`config.mk`:
```
export PLATFORM = sky130hd
export DESIGN_NAME = lem_monitor
export DESIGN_NICKNAME = d
export VERILOG_FILES = /design/src/hdl/lem_pkg.sv /design/src/hdl/lem_monitor.sv
export VERILOG_INCLUDE_DIRS = /design/src /design/src/hdl
export SDC_FILE = /design/constraint.sdc
export NUM_CORES = 1
export LEC_CHECK = 0
export BUFFER_PORTS_ARGS = -buffer_cell sky130_fd_sc_hd__buf_2
export CAP_MARGIN = 15
export CORE_UTILIZATION = 50
export CTS_CLUSTER_DIAMETER = 200
export CTS_CLUSTER_SIZE = 20
export DETAILED_ROUTE_END_ITERATION = 10
export HOLD_SLACK_MARGIN = 0.15
export PLACE_DENSITY = 0.68
export RECOVER_POWER = 25
export SLEW_MARGIN = 20
export SYNTH_ARGS = -nofsm -noshare
export SYNTH_HDL_FRONTEND = slang
export SYNTH_SLANG_ARGS = --single-unit
```
`constraint.sdc`:
```
create_clock -name clock -period 3.1 [get_ports clock]
set_input_delay 0.465 -clock clock [delete_from_list [all_inputs] [get_ports clock]]
set_output_delay 0.465 -clock clock [all_outputs]
set_load 0.005 [all_outputs]
```
`src/hdl/lem_map.svh`:
```
// Offsets, field positions, reset values and timing counts of the line error monitor.
// Assumes a 100 MHz master clock; every timer counts that clock.
// Overview of operation
// - Activate code over 5.1 s sets loopback
// - Established loopback survives loss of activate code
// - Deactivate code over 5.1 s drops loopback, flags
// - Clearing auto enable drops loopback at once
// - AMI: same polarity successive pulses is violation
// - HDB3/B8ZS: repeated same-polarity violation is error
// - Zero run limits per coding and standard
// - Select field picks counted error type
// - Select 00 counts pattern bit errors
// - 16-bit counter, error flag per error
// - Single rail: violation pin high one bit
// - Auto mode: one-second snapshot, restart, carry
// - Second expiry sets flag, cleared by read
// - Manual mode: trigger rising edge snapshots, carries
// - Counter overflow sets overflow flag
// - Insert trigger inverts second of three marks
// - Insert trigger injects one pattern bit error
// - Driver failure status, transition flag, mask
// - Transmit clock absent over 70 cycles: tristate
// - No transmit clock loss tristate in loopback or master-timed patterns
// - Pattern clock select; auto patterns use master
// - Edge select picks transmit sampling edge
// - Master clock loss tristates the driver
`ifndef LEM_MAP_SVH
`define LEM_MAP_SVH
`define LEM_CLK_MHZ        100
`define LEM_PERSIST_MS     5100
`define LEM_SECOND_MS      1000
`define LEM_PERSIST_CYC    (`LEM_PERSIST_MS * 1000 * `LEM_CLK_MHZ)
`define LEM_SECOND_CYC     (`LEM_SECOND_MS * 1000 * `LEM_CLK_MHZ)
`define LEM_TCLK_LOSS_CYC  70
`define LEM_EXZ_AMI_ANSI   7'h0F
`define LEM_EXZ_AMI_FCC    7'h50
`define LEM_EXZ_HDB3       7'h03
`define LEM_EXZ_B8ZS       7'h07
`define LEM_A_TX_CFG       8'h02
`define LEM_A_DRV_CFG      8'h03
`define LEM_A_PATT_CFG     8'h0A
`define LEM_A_LOOP_CFG     8'h0B
`define LEM_A_ERR_CTL      8'h10
`define LEM_A_MASK0        8'h11
`define LEM_A_MASK1        8'h12
`define LEM_A_STAT0        8'h14
`define LEM_A_STAT1        8'h15
`define LEM_A_FLAG0        8'h16
`define LEM_A_FLAG1        8'h17
`define LEM_A_ERROR_COUNT_BYTE0         8'h18
`define LEM_A_ERROR_COUNT_BYTE1         8'h19
`define LEM_F_ZSTD         2
`define LEM_F_CMODE        3
`define LEM_F_TRF          4
`define LEM_F_BPVINS       5
`define LEM_F_ERRINS       6
`define LEM_MASK_RST       8'hFF
`endif

```
`src/hdl/lem_pkg.sv`:
```
// Types shared by the line error monitor.
// Assumes nothing of its surroundings.
package lem_pkg;
   typedef enum logic [1:0] {LOOP_OFF = 2'b01, LOOP_ON = 2'b10} lem_loop_t;
   typedef enum logic [1:0] {SEL_PRBS = 2'h0, SEL_CV = 2'h1, SEL_EXZ = 2'h2,
                             SEL_BOTH = 2'h3} lem_sel_t;
   typedef enum logic [1:0] {CODE_AMI = 2'h0, CODE_HDB3 = 2'h1,
                             CODE_B8ZS = 2'h2} lem_code_t;
endpackage

```
`src/hdl/lem_monitor.sv`:
```
// Per-channel line error monitor, error counter, error insertion and
// automatic remote loopback, with a simple byte register port.
// Assumes receive and transmit bits arrive as same-clock strobes.
`timescale 1ns/1ps
`include "lem_map.svh"
`default_nettype none
module lem_monitor
   import lem_pkg::*;
#(
   parameter int PERSIST_CYC = `LEM_PERSIST_CYC,
   parameter int SECOND_CYC  = `LEM_SECOND_CYC
)
(
   // Clock and reset
   input  wire logic       clock,
   input  wire logic       reset_n,
   // Register port
   input  wire logic [7:0] reg_addr,
   input  wire logic       reg_wr,
   input  wire logic       reg_rd,
   input  wire logic [7:0] reg_wdata,
   output logic      [7:0] reg_rdata,
   output logic            reg_rvalid,
   // Receive side
   input  wire logic       rx_bit_valid,
   input  wire logic       rx_pos,
   input  wire logic       rx_neg,
   input  wire logic [1:0] line_code,
   input  wire logic       single_rail,
   input  wire logic       prbs_bit_error,
   input  wire logic       activate_code_detected,
   input  wire logic       deactivate_code_detected,
   output logic            violation_output_pin,
   // Transmit side
   input  wire logic       tx_bit_valid,
   input  wire logic       tx_mark,
   input  wire logic       internal_pattern_active,
   input  wire logic       auto_all_ones_active,
   output logic            tx_mark_out,
   output logic            tx_invert_out,
   output logic            pattern_error_inject,
   output logic            remote_loop_active_status,
   output logic            pattern_clock_master,
   output logic            tx_clock_edge_select,
   // Pins and driver control
   input  wire logic       transmit_clock,
   input  wire logic       driver_fault,
   input  wire logic       master_clock_lost,
   output logic            line_driver_hiz,
   output logic            channel_event
);
   localparam int PW = $clog2(PERSIST_CYC + 1);
   localparam int SW = $clog2(SECOND_CYC);
   localparam logic [PW-1:0] PERSIST_V = PW'(PERSIST_CYC);
   localparam logic [SW-1:0] SECOND_V  = SW'(SECOND_CYC - 1);
   localparam logic [6:0]    TLOSS_V   = 7'(`LEM_TCLK_LOSS_CYC);
   if (PERSIST_CYC < 1 || SECOND_CYC < 2)
   begin : g_chk
      $error("lem_monitor: timer counts too small");
   end
   logic [2:0] sync_a_r, sync_b_r;
   logic       tclk_d_r;
   logic [7:0] tx_cfg_r, drv_cfg_r, patt_cfg_r, loop_cfg_r, ctl_r, mask0_r, mask1_r;
   logic [7:0] ctl_d_r, flag0_r, flag1_r;
   logic [15:0] err_cnt_r, snap_r;
   logic [PW-1:0] act_cnt_r, deact_cnt_r;
   logic [SW-1:0] sec_cnt_r;
   logic [6:0] zrun_r, tclk_cnt_r;
   logic       last_pol_r, have_last_r, last_vpol_r, have_v_r;
   logic       df_r, tloss_r;
   logic [1:0] tx_hist_r;
   logic       bpv_pend_r;
   lem_loop_t  loop_r;

   // Three pins each pass two flip-flops: tclk, fault, master loss.
   always_ff @(posedge clock)
   begin
      sync_a_r <= {master_clock_lost, driver_fault, transmit_clock};
      sync_b_r <= sync_a_r;
      tclk_d_r <= sync_b_r[0];
   end
   function automatic logic [6:0] zero_limit(input logic [1:0] code, input logic fcc);
      unique case (code)
         CODE_HDB3: zero_limit = `LEM_EXZ_HDB3;
         CODE_B8ZS: zero_limit = `LEM_EXZ_B8ZS;
         default:   zero_limit = fcc ? `LEM_EXZ_AMI_FCC : `LEM_EXZ_AMI_ANSI;
      endcase
   endfunction
   wire arle      = loop_cfg_r[0];
   wire act_done  = arle && activate_code_detected && act_cnt_r == PERSIST_V;
   wire deact_done = arle && deactivate_code_detected && deact_cnt_r == PERSIST_V;
   wire rd_flag0  = reg_rd && reg_addr == `LEM_A_FLAG0;
   wire rd_flag1  = reg_rd && reg_addr == `LEM_A_FLAG1;

   // Persistence timers count master clock cycles of continuous code.
   always_ff @(posedge clock)
   begin
      if (!reset_n || loop_r != LOOP_OFF || !arle || !activate_code_detected)
         act_cnt_r <= '0;
      else if (act_cnt_r != PERSIST_V)
         act_cnt_r <= act_cnt_r + 1'b1;
      if (!reset_n || loop_r != LOOP_ON || !arle || !deactivate_code_detected)
         deact_cnt_r <= '0;
      else if (deact_cnt_r != PERSIST_V)
         deact_cnt_r <= deact_cnt_r + 1'b1;
   end

   always_ff @(posedge clock)
   begin
      if (!reset_n)
         loop_r <= LOOP_OFF;
      else
         unique case (loop_r)
            LOOP_OFF: if (act_done) loop_r <= LOOP_ON;
            LOOP_ON:
               if (!arle)
                  loop_r <= LOOP_OFF;
               else if (deact_done)
                  loop_r <= LOOP_OFF;
               // Loss of the activate code alone never drops the loop.
         endcase
   end

   // Receive error detection.
   wire rx_mark = rx_pos | rx_neg;
   wire bpv_ev  = rx_bit_valid && rx_mark && have_last_r && rx_pos == last_pol_r;
   wire is_ami  = line_code == CODE_AMI;
   wire cv_ev   = bpv_ev && (is_ami || (have_v_r && rx_pos == last_vpol_r));
   wire exz_ev  = rx_bit_valid && !rx_mark &&
                  zrun_r == zero_limit(line_code, ctl_r[`LEM_F_ZSTD]);
   logic cnt_inc;
   always_comb
   begin
      unique case (lem_sel_t'(ctl_r[1:0]))
         SEL_PRBS: cnt_inc = prbs_bit_error;
         SEL_CV:   cnt_inc = cv_ev;
         SEL_EXZ:  cnt_inc = exz_ev;
         SEL_BOTH: cnt_inc = cv_ev | exz_ev;
      endcase
   end
   always_ff @(posedge clock)
   begin
      if (!reset_n)
         {have_last_r, last_pol_r, have_v_r, last_vpol_r, zrun_r} <= '0;
      else if (rx_bit_valid)
      begin
         if (rx_mark)
         begin
            have_last_r <= 1'b1;
            last_pol_r  <= rx_pos;
            zrun_r      <= '0;
         end
         else if (zrun_r != 7'h7F)
            zrun_r <= zrun_r + 1'b1;
         if (bpv_ev)
         begin
            have_v_r    <= 1'b1;
            last_vpol_r <= rx_pos;
         end
      end
   end
   always_ff @(posedge clock)
      violation_output_pin <= reset_n && single_rail && cv_ev;
   // Error counter with auto and manual reporting.
   wire cmode    = ctl_r[`LEM_F_CMODE];
   wire expire   = cmode && sec_cnt_r == SECOND_V;
   wire trf_rise = ctl_r[`LEM_F_TRF] && !ctl_d_r[`LEM_F_TRF];
   wire transfer = expire || (!cmode && trf_rise);
   // An error taken during a transfer opens the next round, so it cannot overflow.
   wire ovf      = cnt_inc && !transfer && err_cnt_r == 16'hFFFF;

   always_ff @(posedge clock)
   begin
      if (!reset_n || !cmode || expire)
         sec_cnt_r <= '0;
      else
         sec_cnt_r <= sec_cnt_r + 1'b1;
   end
   always_ff @(posedge clock)
   begin
      if (!reset_n)
         {err_cnt_r, snap_r} <= '0;
      else if (transfer)
      begin
         snap_r    <= err_cnt_r;
         err_cnt_r <= {15'h0, cnt_inc};
      end
      else
         err_cnt_r <= err_cnt_r + {15'h0, cnt_inc};
   end
   // Sticky flags: a set in the cycle of a read-clear wins.
   always_ff @(posedge clock)
   begin
      if (!reset_n)
         {flag0_r, flag1_r} <= '0;
      else
      begin
         flag0_r[0] <= (flag0_r[0] && !rd_flag0) || (df_r != (sync_b_r[1] && !drv_cfg_r[0]));
         flag0_r[1] <= (flag0_r[1] && !rd_flag0) || (loop_r == LOOP_ON && deact_done);
         flag0_r[2] <= (flag0_r[2] && !rd_flag0) || (!tloss_r && tclk_cnt_r == TLOSS_V);
         flag1_r[0] <= (flag1_r[0] && !rd_flag1) || cnt_inc;
         flag1_r[1] <= (flag1_r[1] && !rd_flag1) || expire;
         flag1_r[2] <= (flag1_r[2] && !rd_flag1) || ovf;
      end
   end

   always_ff @(posedge clock)
      channel_event <= reset_n && |({flag1_r[2:0], flag0_r[2:0]} &
                                     ~{mask1_r[2:0], mask0_r[2:0]});
   // Driver failure and transmit clock loss.
   always_ff @(posedge clock)
   begin
      if (!reset_n)
         {df_r, tclk_cnt_r, tloss_r} <= '0;
      else
      begin
         df_r <= sync_b_r[1] && !drv_cfg_r[0];
         if (sync_b_r[0] != tclk_d_r)
         begin
            tclk_cnt_r <= '0;
            tloss_r    <= 1'b0;
         end
         else if (tclk_cnt_r != TLOSS_V)
            tclk_cnt_r <= tclk_cnt_r + 1'b1;
         else
            tloss_r <= 1'b1;
      end
   end

   wire master_patt = patt_cfg_r[0] || auto_all_ones_active || patt_cfg_r[1];
   wire exempt = loop_r == LOOP_ON || (internal_pattern_active && master_patt);
   always_ff @(posedge clock)
   begin
      line_driver_hiz <= !reset_n || sync_b_r[2] || (tloss_r && !exempt);
      pattern_clock_master      <= reset_n && master_patt;
      tx_clock_edge_select      <= reset_n && tx_cfg_r[0];
      remote_loop_active_status <= reset_n && loop_r == LOOP_ON;
   end
   // Transmit error insertion; data leaves one bit late for lookahead.
   wire bpv_rise = ctl_r[`LEM_F_BPVINS] && !ctl_d_r[`LEM_F_BPVINS];
   wire three    = tx_bit_valid && tx_mark && tx_hist_r == 2'b11;
   always_ff @(posedge clock)
   begin
      if (!reset_n)
         {tx_hist_r, bpv_pend_r, tx_mark_out, tx_invert_out} <= '0;
      else
      begin
         bpv_pend_r <= (bpv_pend_r || bpv_rise) && !(bpv_pend_r && three);
         if (tx_bit_valid)
         begin
            tx_hist_r     <= {tx_hist_r[0], tx_mark};
            tx_mark_out   <= tx_hist_r[0];
            tx_invert_out <= bpv_pend_r && three;
         end
      end
   end

   always_ff @(posedge clock)
      pattern_error_inject <= reset_n && ctl_r[`LEM_F_ERRINS] && !ctl_d_r[`LEM_F_ERRINS];
   // Register file.
   always_ff @(posedge clock)
   begin
      if (!reset_n)
      begin
         {tx_cfg_r, drv_cfg_r, patt_cfg_r, loop_cfg_r, ctl_r, ctl_d_r} <= '0;
         mask0_r <= `LEM_MASK_RST;
         mask1_r <= `LEM_MASK_RST;
      end
      else
      begin
         ctl_d_r <= ctl_r;
         if (reg_wr)
            unique case (reg_addr)
               `LEM_A_TX_CFG:   tx_cfg_r   <= reg_wdata;
               `LEM_A_DRV_CFG:  drv_cfg_r  <= reg_wdata;
               `LEM_A_PATT_CFG: patt_cfg_r <= reg_wdata;
               `LEM_A_LOOP_CFG: loop_cfg_r <= reg_wdata;
               `LEM_A_ERR_CTL:  ctl_r      <= reg_wdata;
               `LEM_A_MASK0:    mask0_r    <= reg_wdata;
               `LEM_A_MASK1:    mask1_r    <= reg_wdata;
               default: ;
            endcase
      end
   end
   always_ff @(posedge clock)
   begin
      reg_rvalid <= reset_n && reg_rd;
      if (!reset_n || !reg_rd)
         reg_rdata <= '0;
      else
         unique case (reg_addr)
            `LEM_A_TX_CFG:   reg_rdata <= tx_cfg_r;
            `LEM_A_DRV_CFG:  reg_rdata <= drv_cfg_r;
            `LEM_A_PATT_CFG: reg_rdata <= patt_cfg_r;
            `LEM_A_LOOP_CFG: reg_rdata <= loop_cfg_r;
            `LEM_A_ERR_CTL:  reg_rdata <= ctl_r;
            `LEM_A_MASK0:    reg_rdata <= mask0_r;
            `LEM_A_MASK1:    reg_rdata <= mask1_r;
            `LEM_A_STAT0:    reg_rdata <= {4'h0, activate_code_detected,
                                           deactivate_code_detected, tloss_r, df_r};
            `LEM_A_STAT1:    reg_rdata <= {7'h0, loop_r == LOOP_ON};
            `LEM_A_FLAG0:    reg_rdata <= flag0_r;
            `LEM_A_FLAG1:    reg_rdata <= flag1_r;
            `LEM_A_ERROR_COUNT_BYTE0:     reg_rdata <= snap_r[7:0];
            `LEM_A_ERROR_COUNT_BYTE1:     reg_rdata <= snap_r[15:8];
            default:         reg_rdata <= '0;
         endcase
   end
endmodule
`default_nettype wire

```
==> out/qor.csv <==
stage,metric,value,unit
run_status,status,"complete, no violations",
floorplanning,die_w,145,um
clock_network,clk_pin_slew,0.08,ns
route,dr.pass1.iters,5,
timing,rsz0062_at_grt,false,
floorplanning,die_y,145,um
clock_network,htreeDepth,1,
grt,grt_pass1_wl,37.4,mm
floorplanning,core_area,0.0198,mm^2
synthesis,synth_async_sr_flop_share,0,
placed_design,hpwl,15.9,mm
clock_network,clock-sinks,231,
clock_network,cts_resized,0,
critical_path,critPathMaxStageDelay,0.57,ns
synthesis,synth_top_cell_by_area,dfxtp_1,
synthesis,yosys_warnings,0,
critical_path,required,3.51,ns
timing,setup_tns,0,ns
power_and_ir_drop,sw_frac_of_total,0.222,
synthesis,synth_edf_count,0,
critical_path,cpMaxStageDelayCell,o21a_1,
grt,grtUsageTotal,0.212,
route,wl_per_cell,15.7,um
route,drt_iter0_markers,427,
route,drt_drc_violations_left,0,
final_layout,fill_cells,1844,
critical_path,start_kind,flop,
clock_network,root_buffer,clkbuf_16,
clock_network,cts_buffer_depth,3,
synthesis,synthTopCellsByCount,"dfxtp_1 (231), nor2_1 (125), nand2_1 (112), nand3_1 (79), xor2_1 (50)",
route,routed_wl,22.8,mm
clock_network,clkLatencyLatePin,0.49,ns
synthesis,netlist_instances,1146,
synthesis,synth_xor_area_frac,0.0804,
power_and_ir_drop,seqPwrFrac,0.591,
grt,grt_overflow_total,0,
timing,worst_pin_slew,1.46,ns
clock_network,cts_tree,yes,
synthesis,synthSimpleGateAreaFrac,0.272,
synthesis,synthFlopType,dfxtp_1,
timing,min_period_over_period,0.808,
synthesis,ys_seq_area_frac,0.452,
critical_path,crit_chain,"ha_1, and4_1, nand4_2, nor4_4, o21a_1, a22o_1",
synthesis,syn_area,0.0102,mm^2
grt,grt_max_degree,70,
power_and_ir_drop,power_frac_comb,0.041,
final_layout,n_antenna_cell,0,
power_and_ir_drop,vdd_drop_max,0.432,mV
placed_design,io_buffers,53,
final_layout,area_growth,9.13,%
grt,grt_pass1_vias,7441,
synthesis,synth.top_cell.area_share,0.452,
synthesis,syn_nets,1194,
critical_path,endpoint_kind,flop,
timing,maxSlewViolCount,0,
timing,finClkSkew,0.0319,ns
power_and_ir_drop,p_sw,1130,uW
critical_path,cp_max_fo,16,
floorplanning,initial_utilization,0.517,
synthesis,synthMuxAreaShare,0.0526,
floorplanning,dieArea,0.0210,mm^2
power_and_ir_drop,p_leak,0.00390,uW
timing,setup_viol_count_final,0,
route,vias_per_cell,5.61,
final_layout,final_area,0.0112,mm^2
grt,antenna_found_initial,0,
synthesis,synth_compound_area_frac,0.0973,
final_layout,drive_gt1_frac,0.0810,
route,vias,8128,
power_and_ir_drop,power_density,454,mW/mm^2
synthesis,synth_seq_cells,231,
timing,period_minus_slack,2.51,ns
floorplanning,boundaryPins,54,
critical_path,crit_type,reg -> reg,
clock_network,cts_buffers,15,
run,drv_cap,0,
timing,fmax,0.399,GHz
placed_design,gp_congestion,0.863,
final_layout,final_nets,1233,
placed_design,placed_area,0.0108,mm^2
timing,hold_viol,0,
synthesis,synth.avg_cell_area,8.93,um^2
synthesis,synth_area_leaders,"dfxtp_1 (45%), mux2i_1 (4.6%), nor2_1 (4.6%)",
synthesis,synthAdderAreaFrac,0.0147,
synthesis,ys_types,66,
power_and_ir_drop,power_frac_clock,0.368,
synthesis,synth_top_family_by_area,simple AND/OR/NAND/NOR gates,
route,drtAntennaViolNets,0,
synthesis,synth_most_common_cell,dfxtp_1,
clock_network,cts_setup_buffers,0,
critical_path,worst_ep_arrival_time,2.92,ns
power_and_ir_drop,internal_power,3940,uW
timing,max-slew-margin-rel,0.0256,
floorplanning,rows,51,
hold_path,hold_class,in -> reg,
## through the flow
step / util / hold slack [ns] / power [uW] / instances / worst slack (ns)
after floorplan: - / 0.310 / 3190 / 1146 / 0.357
after global placement: 0.544 / 0.315 / 3270 / 1430 / 0.237
after detailed placement: 0.544 / 0.312 / 3270 / 1430 / 0.170
after CTS: 0.566 / 0.182 / 5120 / 1450 / 0.560
after global routing: 0.565 / 0.186 / 5260 / 1450 / 0.378
final: 0.565 / 0.201 / 5070 / 1450 / 0.594
## cell families after synthesis
family,Yosys count
xor gates and xnor gates,94
adders and majority gates,12
and+or+nand+nor,536
AOI/OAI and AO/OA,138
muxes,53
DFF,231
buffers and inverters,82
## power groups by stage
stage                     Combinational (uW)  Sequential, uW  Clock (uW)
final                                    205            3000        1870
after global routing                     225            3000        2030
after global placement                   201            3070           0
after floorplan                          125            3060           0
after CTS                                206            3000        1920
after detailed placement                 202            3070           0
## cell type report
cell class / count / area (um^2) / area share
clock inverter: 2 / 20.0 / 0.00179
timing repair buffer: 73 / 400 / 0.0358
clock buffer: 15 / 375 / 0.0336
inverter: 31 / 116 / 0.0104
sequential: 231 / 4620 / 0.414
tap: 265 / 332 / 0.0297
multi-input combinational: 833 / 5300 / 0.475
## layer usage
metal / part of all wire / up-vias / track usage
li1: - / 4097 / -
met1: 0.47 / 3859 / 0.287
met2: 0.47 / 143 / 0.357
met3: 0.039 / 29 / 0.0233
met4: 0.021 / 0 / 0.0579
met5: 0 / - / 0
## cell usage in the layout (no fill, tap or decap), types with 4 or more instances in the layout
cell type / count
buf_2: 43
mux2_2: 6
nand3_1: 79
nand4_1: 33
o22ai_1: 4
mux2i_1: 47
nand2_1: 112
xnor2_1: 44
xor2_1: 50
a32o_1: 4
nor2b_1: 28
nor3_1: 35
a21boi_1: 19
nor4b_1: 4
or3_1: 9
nand2b_1: 7
and2_0: 5
nor2_1: 124
and3_1: 20
nand3b_1: 7
and4_1: 13
a31oi_1: 11
a21oi_1: 20
clkbuf_16: 15
dfxtp_1: 231
clkbuf_1: 11
a221oi_1: 7
inv_1: 31
ha_1: 12
o21ai_0: 15
nor3b_1: 4
a22o_1: 17
and2_1: 12
a22oi_1: 4
buf_4: 14
nor4_1: 15
a21boi_0: 16
nor4bb_1: 4
## worst paths after layout
kind / startpoint / endpoint / slack (ns) / cells after the start
setup / recovery: sec_cnt_r[0] / snap_r[15] / 0.59 / 6
hold / removal: auto_all_ones_active / pattern_clock_master / 0.20 / 2
setup reg to reg: sec_cnt_r[0] / snap_r[15] / 0.59 / 6
hold reg to reg: sync_a_r[2] / sync_b_r[2] / 0.33 / 0
## critical path, delay by kind of cell, from the launching register on
| family | cells | cell delay (ns) |
|---|---|---|
| DFF | 1 | 0.39 |
| and+or+nand+nor | 3 | 1.02 |
| AOI/OAI and AO/OA | 2 | 0.79 |
| adders and majority gates | 1 | 0.22 |
## timing repair
action                     in CTS  in global routing
setup endpoints to repair       0                  0
hold endpoints to repair        3                  0
hold buffers                    3                  0
## registers in the layout, summed over array words and instances, names as in the netlist, 16 cells and up
name	flops
sec_cnt_r	27
act_cnt_r	29
err_cnt_r	16
snap_r	16
deact_cnt_r	29
Power figures use the tool's default switching activity.
